<file path="src/logic/mcpi_pkg.sv">
// constants and types shared by the controller pin interface
package mcpi_pkg;

    // widths of the pin groups
    localparam int PC_W    = 13;
    localparam int INSTR_W = 16;
    localparam int BUS_W   = 8;

    // timing: core clock period and instruction cycle length
    localparam int CLK_PERIOD_NS   = 100;
    localparam int OSC_HALF_NS     = 200;
    localparam int OSC_HALF_CYCLES = (OSC_HALF_NS + CLK_PERIOD_NS - 1) / CLK_PERIOD_NS;
    // instruction cycle is one oscillator period split into four quarters
    localparam int QUARTERS        = 4;

    // quarter numbers within one instruction cycle
    localparam logic [1:0] Q_FIRST  = 2'h0;
    localparam logic [1:0] Q_DRIVE  = 2'h1;
    localparam logic [1:0] Q_SAMPLE = 2'h2;
    localparam logic [1:0] Q_LAST   = 2'h3;

    // reset values
    localparam logic [PC_W-1:0]  PC_RESET  = 13'h0000;
    localparam logic [BUS_W-1:0] BUS_RESET = 8'h00;

    // bus operation requested by the execution core for one cycle
    typedef enum logic [1:0] {
        OP_NONE,
        OP_SELECT,
        OP_WRITE,
        OP_READ
    } mcpi_op_t;

    // run state of the instruction sequencer
    typedef enum logic [1:0] {
        ST_RESET,
        ST_RUN,
        ST_HALT
    } mcpi_state_t;

endpackage

</file>
<file path="src/logic/mcpi_port_if.sv">
// pin interface of the controller: program fetch, port bus, reset and halt
`timescale 1ns/1ps
module mcpi_port_if
    import mcpi_pkg::*;
(
    // clock and reset
    input  logic                 core_clk,
    input  logic                 rst,
    // program storage pins
    output logic [PC_W-1:0]      program_address,
    input  logic [INSTR_W-1:0]   instruction_word,
    // control pins
    input  logic                 reset_pin_n,
    input  logic                 halt_n,
    // port bus pins
    output logic                 port_select_strobe,
    output logic                 write_direction_flag,
    output logic                 left_bank_enable_n,
    output logic                 right_bank_enable_n,
    input  logic [BUS_W-1:0]     peripheral_data_bus_in,
    output logic [BUS_W-1:0]     peripheral_data_bus_out,
    output logic                 peripheral_data_bus_oe,
    output logic                 master_clock,
    // execution core request side
    output logic                 cycle_start,
    input  logic                 core_jump,
    input  logic [PC_W-1:0]      core_jump_addr,
    input  mcpi_op_t             core_op,
    input  logic [BUS_W-1:0]     core_op_data,
    input  logic                 core_left,
    input  logic                 core_right,
    // execution core answer side
    output logic [INSTR_W-1:0]   fetch_word,
    output logic                 fetch_valid,
    output logic [BUS_W-1:0]     read_data,
    output logic                 read_valid,
    output logic                 halted
);

    ////////////////////////////////////////////////////////////////////////
    // helper functions

    // reverse a bus so that the highest-numbered pin is the lsb
    function automatic logic [PC_W-1:0] rev_pc(input logic [PC_W-1:0] v);
        logic [PC_W-1:0] r;
        r = '0;
        for (int i = 0; i < PC_W; i++)
            r[i] = v[PC_W-1-i];
        return r;
    endfunction

    function automatic logic [INSTR_W-1:0] rev_instr(input logic [INSTR_W-1:0] v);
        logic [INSTR_W-1:0] r;
        r = '0;
        for (int i = 0; i < INSTR_W; i++)
            r[i] = v[INSTR_W-1-i];
        return r;
    endfunction

    // byte to and from bus lines: low level is one, last line is lsb
    function automatic logic [BUS_W-1:0] bus_code(input logic [BUS_W-1:0] v);
        logic [BUS_W-1:0] r;
        r = '0;
        for (int i = 0; i < BUS_W; i++)
            r[i] = ~v[BUS_W-1-i];
        return r;
    endfunction

    ////////////////////////////////////////////////////////////////////////
    // pin synchronisers

    logic                 reset_s;      // synchronised reset pin, low = reset
    logic                 halt_s;       // synchronised halt pin, low = halt
    logic [BUS_W-1:0]     bus_s;        // synchronised bus lines
    logic [INSTR_W-1:0]   instr_s;      // synchronised instruction lines

    mcpi_sync #(
        .WIDTH (2 + BUS_W + INSTR_W),
        .INIT  ({2'h3, 24'h000000})
    ) u_sync (
        .core_clk (core_clk),
        .rst      (rst),
        .async_in ({reset_pin_n, halt_n, peripheral_data_bus_in, instruction_word}),
        .sync_out ({reset_s, halt_s, bus_s, instr_s})
    );

    ////////////////////////////////////////////////////////////////////////
    // sequencer state

    logic [1:0]       q_reg;            // quarter of the instruction cycle
    mcpi_state_t      state_reg;        // reset, run or halt
    logic [PC_W-1:0]  pc_reg;           // program counter / address register
    mcpi_op_t         op_reg;           // bus operation of this cycle
    logic [BUS_W-1:0] op_data_reg;      // address or data for the bus
    logic             bank_l_n_reg;     // registered left bank enable
    logic             bank_r_n_reg;     // registered right bank enable
    logic             sc_reg;           // select strobe
    logic             wc_reg;           // write flag
    logic             oe_reg;           // bus drive enable
    logic             mclk_reg;         // master clock
    logic             go_next;          // next cycle executes

    // a new cycle starts at the end of the last quarter unless halted
    assign go_next     = (q_reg == Q_LAST) && reset_s && halt_s;
    assign cycle_start = go_next;
    assign halted      = (state_reg == ST_HALT);

    // quarter counter: four quarters make one instruction cycle
    always_ff @(posedge core_clk)
    begin
        if (rst || !reset_s)
            q_reg <= Q_FIRST;
        else
            q_reg <= q_reg + 2'h1;
    end

    // run state: reset at any quarter, run or halt decided at an instruction boundary
    always_ff @(posedge core_clk)
    begin
        if (rst || !reset_s)
            state_reg <= ST_RESET;
        else if (q_reg == Q_LAST)
        begin
            if (halt_s)
                state_reg <= ST_RUN;
            else
                state_reg <= ST_HALT;
        end
    end

    // program counter: cleared by reset, frozen while halted
    always_ff @(posedge core_clk)
    begin
        if (rst || !reset_s)
            pc_reg <= PC_RESET;
        else if (go_next && state_reg != ST_RESET)
        begin
            if (core_jump)
                pc_reg <= core_jump_addr;
            else
                pc_reg <= pc_reg + 13'h0001;
        end
    end

    // program address pins, first line is the msb
    assign program_address = rev_pc(pc_reg);

    // operation and banks latched for the coming cycle
    always_ff @(posedge core_clk)
    begin
        if (rst || !reset_s)
        begin
            op_reg       <= OP_NONE;
            op_data_reg  <= BUS_RESET;
            bank_l_n_reg <= 1'b1;
            bank_r_n_reg <= 1'b1;
        end
        else if (go_next)
        begin
            op_reg       <= core_op;
            op_data_reg  <= core_op_data;
            bank_l_n_reg <= ~core_left;
            bank_r_n_reg <= ~core_right;
        end
        else if (q_reg == Q_LAST)
        begin
            // halt: no bus work, banks high from the first quarter on
            op_reg       <= OP_NONE;
            bank_l_n_reg <= 1'b1;
            bank_r_n_reg <= 1'b1;
        end
    end

    // reset pin forces both banks high without waiting for a clock
    assign left_bank_enable_n  = bank_l_n_reg | ~reset_pin_n;
    assign right_bank_enable_n = bank_r_n_reg | ~reset_pin_n;

    ////////////////////////////////////////////////////////////////////////
    // port bus drive: quarters two to four, so strobes span the master clock

    always_ff @(posedge core_clk)
    begin
        if (rst || !reset_s)
        begin
            sc_reg <= 1'b0;
            wc_reg <= 1'b0;
            oe_reg <= 1'b0;
        end
        else if (q_reg == Q_FIRST)
        begin
            sc_reg <= (op_reg == OP_SELECT);
            wc_reg <= (op_reg == OP_WRITE);
            oe_reg <= (op_reg == OP_SELECT) || (op_reg == OP_WRITE);
        end
        else if (q_reg == Q_LAST)
        begin
            // release the bus as the master clock falls, ports clock on its high phase
            sc_reg <= 1'b0;
            wc_reg <= 1'b0;
            oe_reg <= 1'b0;
        end
    end

    assign port_select_strobe      = sc_reg;
    assign write_direction_flag    = wc_reg;
    assign peripheral_data_bus_oe  = oe_reg;
    assign peripheral_data_bus_out = bus_code(op_data_reg);

    // read sampling and instruction capture late in the cycle
    always_ff @(posedge core_clk)
    begin
        if (rst || !reset_s)
        begin
            read_data   <= BUS_RESET;
            read_valid  <= 1'b0;
            fetch_word  <= '0;
            fetch_valid <= 1'b0;
        end
        else
        begin
            read_valid  <= (q_reg == Q_SAMPLE) && (op_reg == OP_READ);
            fetch_valid <= (q_reg == Q_SAMPLE) && (state_reg == ST_RUN);
            if ((q_reg == Q_SAMPLE) && (op_reg == OP_READ))
                read_data <= bus_code(bus_s);
            if ((q_reg == Q_SAMPLE) && (state_reg == ST_RUN))
                fetch_word <= rev_instr(instr_s);
        end
    end

    // master clock high in the last quarter, stopped under reset
    always_ff @(posedge core_clk)
    begin
        if (rst || !reset_s)
            mclk_reg <= 1'b0;
        else
            mclk_reg <= (q_reg == Q_SAMPLE);
    end

    assign master_clock = mclk_reg;
endmodule

</file>
<file path="src/logic/mcpi_sync.sv">
// two-flop synchroniser for a group of pin inputs
`timescale 1ns/1ps
module mcpi_sync
#(
    parameter int               WIDTH = 1,
    parameter logic [WIDTH-1:0] INIT  = '0
)
(
    // clock and reset
    input  logic             core_clk,
    input  logic             rst,
    // asynchronous side
    input  logic [WIDTH-1:0] async_in,
    // synchronised side
    output logic [WIDTH-1:0] sync_out
);

    logic [WIDTH-1:0] stage1_reg;   // first flop, read only by the second

    // two flops in series, nothing taps the first
    always_ff @(posedge core_clk)
    begin
        if (rst)
        begin
            stage1_reg <= INIT;
            sync_out   <= INIT;
        end
        else
        begin
            stage1_reg <= async_in;
            sync_out   <= stage1_reg;
        end
    end

endmodule

</file>
<file path="config.mk">
export PLATFORM = sky130hd
export DESIGN_NAME = mcpi_port_if
export DESIGN_NICKNAME = d
export VERILOG_FILES = /design/src/logic/mcpi_pkg.sv /design/src/logic/mcpi_port_if.sv /design/src/logic/mcpi_sync.sv
export SDC_FILE = /design/constraint.sdc
export NUM_CORES = 1
export LEC_CHECK = 0
export ABC_AREA = 1
export BUFFER_PORTS_ARGS = -buffer_cell sky130_fd_sc_hd__buf_2
export CAP_MARGIN = 25
export CORE_ASPECT_RATIO = 0.75
export CORE_MARGIN = 2
export CORE_UTILIZATION = 40
export CTS_CLUSTER_DIAMETER = 100
export DETAILED_ROUTE_END_ITERATION = 16
export GPL_ROUTABILITY_DRIVEN = 0
export PLACE_DENSITY = 0.76
export REMOVE_ABC_BUFFERS = 1
export SYNTH_ARGS = -nofsm -noshare
export SYNTH_HDL_FRONTEND = slang
export SYNTH_SLANG_ARGS = --single-unit
</file>
<file path="constraint.sdc">
create_clock -name core_clk -period 1.2 [get_ports core_clk]
set_input_delay 0.06 -clock core_clk [delete_from_list [all_inputs] [get_ports core_clk]]
set_output_delay 0.06 -clock core_clk [all_outputs]
set_load 0.02 [all_outputs]
</file>
* Word-level counts from Yosys, hierarchy flattened
Cells that the tools add are included.
Operators by class: add/sub/neg operators 2, reduce and logical (&&, ||, !) cells 12, equality and inequality tests 7, bitwise gates (word level) 21, mux-type cells 11
Operators with widths (count):
- NOT 1 bit | 19
- adder 13 x 1 -> 13 bit, second input constant | 1
- 2-to-1 mux 13 bit | 1
- == test 2 bit, second input constant | 5
- 2-to-1 mux 1 bit | 7
- 2-to-1 mux 2 bit | 3
- nonzero test 2 bit | 3
- logical AND 1 bit | 5
- == test 2 x 1 -> 1 bit, second input constant | 2
- adder 2 x 1 -> 2 bit, second input constant | 1
- zero test 2 bit | 1
- logical OR 1 bit | 2
- OR 1 bit | 2
- zero test 1 bit | 1
Storage, ports and cells: flip-flop bits (word level) 111, word-level logic and storage cells 70, output and inout bits 55

* Logic depth before layout (Yosys ltp)
Gate-level depths: netlist of the first run.
depth after elaboration 4, mapped depth 9, depth with buffers taken out 8

* Hierarchy
A second synthesis of the first run with hierarchy kept.
Unflattened totals: cell total of the unflattened synthesis 507, area, all modules 4122.7 µm²
Modules (own cells, without submodules):
- mcpi_port_if | times used 1, area each 2653.8 µm², cells each 345
- mcpi_sync | times used 1, area each 1468.9 µm², cells each 162

* Worst setup path before layout of the first run
No wires, ideal clock.
path type register to register, start point register q_reg[0], end point register pc_reg[8], data required time 1.069 ns, arrival 1.356 ns, cell stages (with the launch flop) 10, library setup time 0.131 ns, setup slack -0.287 ns, path buffers 1, path through dfxtp_1 > ha_1 > nand2_2 > nor2_4 > o21ai_2 > inv_2 > buf_6 > o21ai_0 > nand2_1 > a21oi_2
Between the ends: word-level cells in the longest chain between the ends 4
Ends and longest elaborated chain:
- start, declared | line mcpi_port_if.sv:90 | logic [1:0] q_reg;
- start signal, assigned | line mcpi_port_if.sv:114 | q_reg <= q_reg + 2'h1;
- == test 2 bit | line mcpi_port_if.sv:104 | assign go_next = (q_reg == Q_LAST) && reset_s && halt_s;
- logical AND 1 bit (2 in series) | line mcpi_port_if.sv:104
- via cycle_start | line mcpi_port_if.sv:25 | output logic cycle_start,
- logical AND 1 bit | line mcpi_port_if.sv:136 | else if (go_next && state_reg != ST_RESET)
- end signal, assigned | line mcpi_port_if.sv:139 | pc_reg <= core_jump_addr;
- end signal, assigned | line mcpi_port_if.sv:141 | pc_reg <= pc_reg + 13'h0001;
- end, declared | line mcpi_port_if.sv:92 | logic [PC_W-1:0] pc_reg;
The timed path passes the listed nets, and every way through them passes these cells. A chain may end at the register's enable or synchronous reset.

* Worst setup path after layout of the first run
start point register q_reg[1], end point register fetch_word[9]
Between the ends: word-level cells in the longest chain between the ends 2
Ends and longest elaborated chain:
- == test 2 bit | line mcpi_port_if.sv:225 | if ((q_reg == Q_SAMPLE) && (state_reg == ST_RUN))
- logical AND 1 bit | line mcpi_port_if.sv:225
- end signal, assigned | line mcpi_port_if.sv:226 | fetch_word <= rev_instr(instr_s);
- end, declared | line mcpi_port_if.sv:33 | output logic [INSTR_W-1:0] fetch_word,
Every way passes these cells.

==> impl_metrics.ini, run 1 <==
[outcome]
status = finished with violations
violations = hold timing, setup timing

[timing]
timing.fmax_ghz = 0.691
holdWs_ns = -0.000778
max_slew_margin_pct = 71.1
period_share_pct = 121
fin_skew_ns = 0.00731
fin_ws_ns = -0.248
hold_viol_final = 1
finalCriticalPeriod_ns = 1.45
setup_viol = 54
maxSlewViolCount = 0
tightestPinTransition_ns = 0.433
grt_setup_unrepaired = yes

[yosys]
synth_most_common_cell = nor2_1
yosysTopAreaCellShare_pct = 55.3
yosysSeqAreaShare_pct = 55.3
synth_cell_type_count = 31
yosys.area.top_type = dfxtp_1
synthesis.instances = 501
async_flop_share_pct = 0
synth.avg_cell_area_sq_um = 8.02
netlist_area_sq_mm = 0.00402
ys_ff_latch = 111
synth_area_leaders = dfxtp_1, nor2_1, inv_1, o21ai_0, nand2_1
synth_edf_count = 0
synth_flop_cell = dfxtp_1
ys_warn_count = 0
yosys-top-cells-count = nor2_1, dfxtp_1, inv_1, nand2_1, o21ai_0

[detailed_routing]
viasPerCell = 4.60
drc = 0
postRouteAntennaNets = 0
routed-via-count = 3791
dr.first_iter.drc_count = 203
firstDrtPassIters = 4
wl_mm = 10.7
wire_per_inst_um = 13.0

[global_routing]
antenna_found_initial = 0
grt_pass1_vias = 3528
grt_first_pass_wirelength_mm = 16.0
overflow = 0
grt_max_degree = 36
grt_usage_pct = 18.4

[clock_tree]
cts_tree = built
clk-insertion-delay-late_ns = 0.34
root_buffer = clkbuf_16
clock_tree.buffer_depth = 2
htreeDepth = 3
cts.sinks = 111
cts_buffers = 9
path_clk_slew_ns = 0.08

[final_layout]
final_net_count = 749
nFillCells = 827
antenna_cells_inserted = 0
final_util_pct = 62.6
drive_gt1_share_pct = 39.2
area_growth_pct = 51.2
design_area_sq_mm = 0.00607
fin_cells = 824

[placed_design]
dp_cells = 754
port_buffers = 108
placed_area_sq_mm = 0.00487
hpwl_mm = 6.49

[power_and_ir_drop]
fin_total_pwr_mw = 7.48
p_per_area_mw_per_mm2 = 1230
ir_drop_uv = 689
p_leak_nw = 2.78

[setup_path]
end_kind = flip-flop
path_max_fanout = 7
crit_arrival_ns = 1.73
crit_type = flip-flop to flip-flop
crit_required_ns = 1.49
cp-start-kind = flip-flop

[min_path]
min_path_type = input port to flip-flop

[die]
die_h_um = 90.8
initial_core_util_pct = 41.4
dieArea_sq_mm = 0.0109
core_sq_mm = 0.00970
placementRows = 31
die_w_um = 120
num_io_pins = 109

[job]
cap_violations = 0
## worst max-delay path, stage by stage, from the launching register on
cell	delay [ns]
dfxtp_4	0.38
buf_6	0.11
ha_4	0.15
inv_4	0.04
nor3_4	0.19
buf_6	0.14
buf_6	0.09
buf_8	0.12
o21ai_2	0.06
nor2_1	0.11
## timing repair
item,in CTS,in global routing
setup buffers,3,11
setup endpoints to repair,56,61
hold buffers,31,3
resized for setup,45,113
pin swaps,14,33
gates cloned,3,4
hold endpoints to repair,31,3
## through the flow
stage                     setup slack (ns)  hold slack [ns]  TNS (ns)
after floorplan                     -0.351            0.131     -9.58
final                               -0.248        -0.000778    -10.06
after CTS                           -0.226          0.00124     -6.47
after global placement              -0.157            0.258     -4.58
after detailed placement            -0.240            0.267     -9.04
after global routing                -0.338           0.0124    -13.68
## layout make-up
class	count	area [sq um]	area share, %
clock buffers	10	239	3.93
clock inverters	6	58.8	0.968
inverters	81	328	5.40
multi-input cells	288	1680	27.7
flip-flops and latches	111	2230	36.7
well taps	132	165	2.72
repair buffers	191	1330	21.9
repair inverters	5	38.8	0.639
## metal layers
layer	GRT usage, %	wire length (um)	vias to the layer above
met4	6.37	119	0
met3	5.62	744	8
met2	31.1	5260	124
met1	22.1	4620	1737
li1	-	-	1922
met5	0	0	-
## cell usage in the layout (no fill, tap or decap), drive strengths merged
master	instances
nand3b	3
dlygate4sd3	34
buf	157
clkinvlp	7
nor3	3
a22oi	1
clkinv	3
or2	6
a211o	2
inv	82
ha	8
a211oi	2
o41ai	1
a31oi	1
nand4	3
nand3	8
nand2	47
o21ai	44
nor2	123
a32o	2
clkbuf	10
a21oi	33
a22o	1
dfxtp	111
## worst paths after layout
| kind | from | endpoint | slack, ns | cells after the start |
|---|---|---|---|---|
| max | q_reg[1] | fetch_word[9] | -0.25 | 9 |
| min | core_op_data[6] | op_data_reg[6] | -0.0008 | 3 |
| max reg2reg | q_reg[1] | fetch_word[9] | -0.25 | 9 |
| min reg2reg | u_sync.stage1_reg[15] | u_sync.sync_out[15] | 0.40 | 2 |
## power by group
part	leakage (nW)	internal [mW]	switching, mW	total (mW)
registers	0.908	3.79	0.0498	3.84
logic	1.72	0.338	0.358	0.696
clock network	0.145	1.52	1.42	2.94
## kinds of logic after synthesis
logic type / share of synthesized area (%)
flip-flops: 55.3
adder cells (fa/ha/maj): 2.49
AO/OA/AOI/OAI: 12.1
buffers and inverters: 10.2
AND/OR/NAND/NOR: 19.9
No activity file was read; power rests on OpenSTA's default activity.
==> run 2, diff against run 1 <==
--- a/config.mk
+++ b/config.mk
@@ -5,7 +5,6 @@
 export SDC_FILE = /design/constraint.sdc
 export NUM_CORES = 1
 export LEC_CHECK = 0
-export ABC_AREA = 1
 export BUFFER_PORTS_ARGS = -buffer_cell sky130_fd_sc_hd__buf_2
 export CAP_MARGIN = 25
 export CORE_ASPECT_RATIO = 0.75
==> run 2 against run 1 <==
Compared with the run above:
- the flow finishes with violations (setup timing)
- clock power is essentially flat
- first-iteration DRC count down 9.9%
- sequential share of layout area decreased by 0.60 points
- wire length shrank 1.4%
- sequential power barely moved
- final area up 2.5%
- sequential cell count is the same
- hold slack improved by 0.020 ns
- critical endpoint is now pc_reg[6]
- largest power group unchanged
==> impl_metrics.ini, run 2 <==
[outcome]
status = finished with violations
violations = setup timing

[final_layout]
drive_gt1_share_pct = 45.3
antenna_cells_inserted = 0
seq_area_sq_mm = 0.00225
final_net_count = 666
final_util_pct = 64.7
final_common_cell = buf_2
nFillCells = 766
multi_input_area_sq_mm = 0.00200
area_growth_pct = 58.6
most-common-layout-cells = buf_2, dfxtp_1, nor2b_1, nand2_1, dlygate4sd3_1
design_area_sq_mm = 0.00622

[timing]
hold_viol_final = 0
timing.fmax_ghz = 0.697
finalCriticalPeriod_ns = 1.43
fin_ws_ns = -0.235
tightestPinTransition_ns = 0.505
fin_skew_ns = 0.00895
setup_viol = 51
maxSlewViolCount = 0
period_share_pct = 120
grt_setup_unrepaired = yes
finalSetupTns_ns = -6.44
max_slew_margin_pct = 66.3

[yosys]
async_flop_share_pct = 0
synthesis.instances = 419
synth_area_leaders = dfxtp_1, nor2b_1, nand2_1, a21oi_1, ha_1
yosysSeqAreaShare_pct = 56.6
synth_cell_type_count = 36
synth_edf_count = 0
synth.avg_cell_area_sq_um = 9.37
synth_most_common_cell = dfxtp_1
ys_warn_count = 0
netlist_area_sq_mm = 0.00393
yosys.area.top_type = dfxtp_1
yosysTopAreaCellShare_pct = 56.6
ys_ff_latch = 111
synth_flop_cell = dfxtp_1
yosys-top-cells-count = dfxtp_1, nand2_1, nor2b_1, a21oi_1, nor2_1

[global_routing]
overflow = 0
grt_usage_pct = 19.0
grt_first_pass_wirelength_mm = 16.2
antenna_found_initial = 0
grt_max_degree = 28
grt_pass1_vias = 3465

[job]
cap_violations = 0

[detailed_routing]
firstDrtPassIters = 4
routed-via-count = 3552
dr.first_iter.drc_count = 183
wl_mm = 10.6
postRouteAntennaNets = 0
drc = 0
wire_per_inst_um = 14.3
viasPerCell = 4.79

[clock_tree]
clk-insertion-delay-late_ns = 0.35
clock_tree.buffer_depth = 2
cts_tree = built
path_clk_slew_ns = 0.08
cts.sinks = 111
htreeDepth = 3
cts_buffers = 9
root_buffer = clkbuf_16

[placed_design]
port_buffers = 108
hpwl_mm = 6.42
placed_area_sq_mm = 0.00490

[power_and_ir_drop]
p_leak_nw = 2.73
p_per_area_mw_per_mm2 = 1190
ir_drop_uv = 885
fin_total_pwr_mw = 7.41

[setup_path]
crit_arrival_ns = 1.72
cp-start-kind = flip-flop
crit_required_ns = 1.48
crit_type = flip-flop to flip-flop
end_kind = flip-flop
path_max_fanout = 7

[die]
dieArea_sq_mm = 0.0106
initial_core_util_pct = 40.8
num_io_pins = 109
placementRows = 31
die_h_um = 89.8
die_w_um = 118
core_sq_mm = 0.00962

[min_path]
min_path_type = input port to flip-flop
[run 2: stage by stage]
stage | hold slack, ns | std cells | setup slack [ns]
global placement | 0.267 | 678 | -0.230
floorplan | 0.132 | 393 | -0.599
global route | 0.0382 | 741 | -0.266
CTS | 0.0131 | 735 | -0.204
detailed placement | 0.263 | 678 | -0.317
finish | 0.0196 | 741 | -0.235
[run 2: routing by layer]
metal  wire, um  track usage (%)
met1       4630             23.2
met5          0                0
met2       5170             32.4
met3        648             5.52
met4        136             5.75
[run 2: logic make-up (layout without fill, tap and decap cells)]
logic type	count (synthesis)	count (layout)	share of synthesized area, %
mux	4	4	1.02
flops	111	111	56.6
buf+inv	38	227	3.86
compound gates	74	74	11.9
simple gates	184	185	24.1
fa+ha+maj	8	8	2.55
[run 2: worst max-delay path: stages, from the launching register on]
cell,delay (ns)
dfxtp_2,0.35
buf_6,0.10
buf_6,0.09
nand3_4,0.13
o41ai_1,0.48
a32o_1,0.21
[run 2: repair_timing]
item / CTS / global route
hold buffers: 36 / 0
pin swaps: 23 / 43
gates resized for setup: 80 / 75
gates cloned: 2 / 1
endpoints found under the setup margin: 56 / 56
setup buffers: 4 / 6
hold endpoints to repair: 36 / 0
[run 2: power breakdown]
group,internal [mW],switching [mW],leakage (nW)
clock network,1.52,1.43,0.144
logic,0.343,0.288,1.67
registers,3.77,0.0505,0.913
[run 2: area by class of cell]
| type | count | area share (%) |
|---|---|---|
| inverter | 12 | 0.804 |
| multi-input combinational | 271 | 32.2 |
| sequential | 111 | 36.1 |
| timing repair buffer | 199 | 23.4 |
| clock buffer | 10 | 3.84 |
| tap | 132 | 2.65 |
| clock inverter | 6 | 0.985 |
[run 2: path summary, 6_finish.rpt]
kind / start / end / slack (ns) / cells after the start
worst max-delay path: pc_reg[2] / pc_reg[6] / -0.23 / 5
worst min-delay path: core_left / bank_l_n_reg / 0.02 / 4
worst max register to register: pc_reg[2] / pc_reg[6] / -0.23 / 5
worst min register to register: u_sync.stage1_reg[24] / u_sync.sync_out[24] / 0.42 / 1
==> run 3, diff against run 2 <==
--- a/config.mk
+++ b/config.mk
@@ -13,7 +13,7 @@
 export CTS_CLUSTER_DIAMETER = 100
 export DETAILED_ROUTE_END_ITERATION = 16
 export GPL_ROUTABILITY_DRIVEN = 0
-export PLACE_DENSITY = 0.76
+export PLACE_DENSITY_LB_ADDON = 0.15
 export REMOVE_ABC_BUFFERS = 1
 export SYNTH_ARGS = -nofsm -noshare
 export SYNTH_HDL_FRONTEND = slang
==> run 3 against run 2 <==
Compared with the run above:
- the flow still finishes with violations (setup timing)
- sequential cell count is the same
- clock power shrank 3%
- register-to-register slack gained 0.05 ns
- wire length shrank 11%
- critical path type unchanged
==> impl_metrics.ini, run 3 (synthesis results as in run 2) <==
[min_path]
min_to = pc_reg[10]
min_path_cells = 3
min_path_type = input port to flip-flop
worstHoldStart = core_jump_addr[10]

[timing]
tightestPinTransition_ns = 0.516
finalCriticalPeriod_ns = 1.38
period_share_pct = 115
maxSlewViolCount = 0
fin_skew_ns = 0.00528
fin_ws_ns = -0.181
hold_viol_final = 0
grt_setup_unrepaired = yes
timing.fmax_ghz = 0.724
finalSetupTns_ns = -4.34
max_slew_margin_pct = 65.6
setup_viol = 40

[clock_tree]
clock_tree.buffer_depth = 2
root_buffer = clkbuf_16
cts.sinks = 111
clk-insertion-delay-late_ns = 0.34
cts_buffers = 9
cts_tree = built
path_clk_slew_ns = 0.07
htreeDepth = 3

[detailed_routing]
wire_per_inst_um = 12.9
postRouteAntennaNets = 0
viasPerCell = 4.70
drc = 0
dr.first_iter.drc_count = 151
wl_mm = 9.45
routed-via-count = 3444
firstDrtPassIters = 4

[die]
num_io_pins = 109
core_sq_mm = 0.00962
die_w_um = 118
placementRows = 31
die_h_um = 89.8
initial_core_util_pct = 40.8
dieArea_sq_mm = 0.0106

[global_routing]
grt_first_pass_wirelength_mm = 15.2
grt_max_degree = 51
grt_pass1_vias = 3264
overflow = 0
grt_usage_pct = 17.6
antenna_found_initial = 0

[power_and_ir_drop]
fin_total_pwr_mw = 7.29
power_switching_mw = 1.64
p_int_mw = 5.65
p_per_area_mw_per_mm2 = 1190
seqPwrFrac_pct = 52.5
comb_power_share_pct = 8.1
ir_drop_uv = 980
swShare_pct = 22.5
power.share.clock_pct = 39.3
p_leak_nw = 2.71

[setup_path]
crit_buf_inv = 3
end_kind = flip-flop
path_max_fanout = 8
slowest_delay_ns = 0.36
crit_family = flip-flops
crit_required_ns = 1.43
r2r-end = fetch_word[5]
crit_arrival_ns = 1.61
path_cells = buf_6 -> clkinv_4 -> ha_4 -> and3b_2 -> clkbuf_16 -> nand2_4 -> a21oi_2
rrSetupSlack_ns = -0.18
cpMaxStageDelayCell = dfxtp_2
crit_start = q_reg[0]
cp-start-kind = flip-flop
r2r_cells = 7
r2r_start = q_reg[0]
crit_type = flip-flop to flip-flop

[final_layout]
final_net_count = 659
design_area_sq_mm = 0.00612
drive_gt1_share_pct = 43.9
final_common_cell = buf_2
most-common-layout-cells = buf_2, dfxtp_1, nor2b_1, nand2_1, dlygate4sd3_1
antenna_cells_inserted = 0
area_growth_pct = 55.9

[placed_design]
port_buffers = 108
placed_area_sq_mm = 0.00487
hpwl_mm = 5.66

[outcome]
violations = setup timing
status = finished with violations

[job]
cap_violations = 0
[run 3: cell count changes in the layout (fill, tap and decap cells not counted), moves of 2 or more]
cell and delta:
nand2_4 +2, buf_2 +2, nand2_2 -2, o21ai_1 +3, dfxtp_2 +4, buf_4 -5
dfxtp_4 -4, buf_6 -5, o21ai_2 -2, inv_6 -3
[run 3: worst max path at each step]
stage	end	slack [ns]	depth (start not counted)
after CTS	pc_reg[11]	-0.13	4
after global routing	pc_reg[11]	-0.26	6
after global placement	pc_reg[10]	-0.26	5
after detailed placement	pc_reg[10]	-0.28	5
final	fetch_word[5]	-0.18	7
after floorplan	pc_reg[3]	-0.60	3
[run 3: through the flow]
stage / setup slack [ns] / utilization [%] / hold WS [ns] / cells
6_report: -0.181 / 63.6 / 0.0128 / 733
5_1_grt: -0.256 / 63.6 / 0.00640 / 733
4_1_cts: -0.132 / 60.1 / 0.00140 / 726
3_5_place_dp: -0.284 / 50.6 / 0.248 / 670
3_3_place_gp: -0.256 / 50.6 / 0.246 / 670
2_1_floorplan: -0.599 / - / 0.132 / 393
[run 3: timing repair]
item,in CTS,in global routing
cloned,2,1
gates resized for setup,67,76
hold buffers,36,0
pin swaps,26,31
setup buffers,4,6
setup endpoints to repair,56,55
hold endpoints to repair,36,0
[run 3: layer usage]
layer | GRT usage (%) | wire (um) | up-vias
li1 | - | - | 1751
met1 | 21.7 | 4280 | 1583
met2 | 29.4 | 4540 | 97
met3 | 5.14 | 511 | 13
met4 | 6.55 | 119 | 0
met5 | 0 | 0 | -
[run 3: cell type report]
cell class,count,area [sq um]
Clock buffer,11,253
Clock inverter,4,38.8
Fill cell,792,3500
Inverter,12,50.0
Multi-Input combinational cell,271,1980
Sequential cell,111,2240
Tap cell,132,165
Timing Repair Buffer,192,1390
[run 3: tightest hold or removal path, stage by stage]
cell and delay, ns:
buf_2 0.10, nand3_1 0.07, a31oi_1 0.07
[run 3: power by group through the flow]
stage,logic [mW],clock network (mW),registers [mW]
floorplan,0.172,0,3.89
global placement,0.406,0,3.89
detailed placement,0.411,0,3.89
CTS,0.549,2.96,3.82
global route,0.651,3.10,3.84
finish,0.591,2.87,3.83
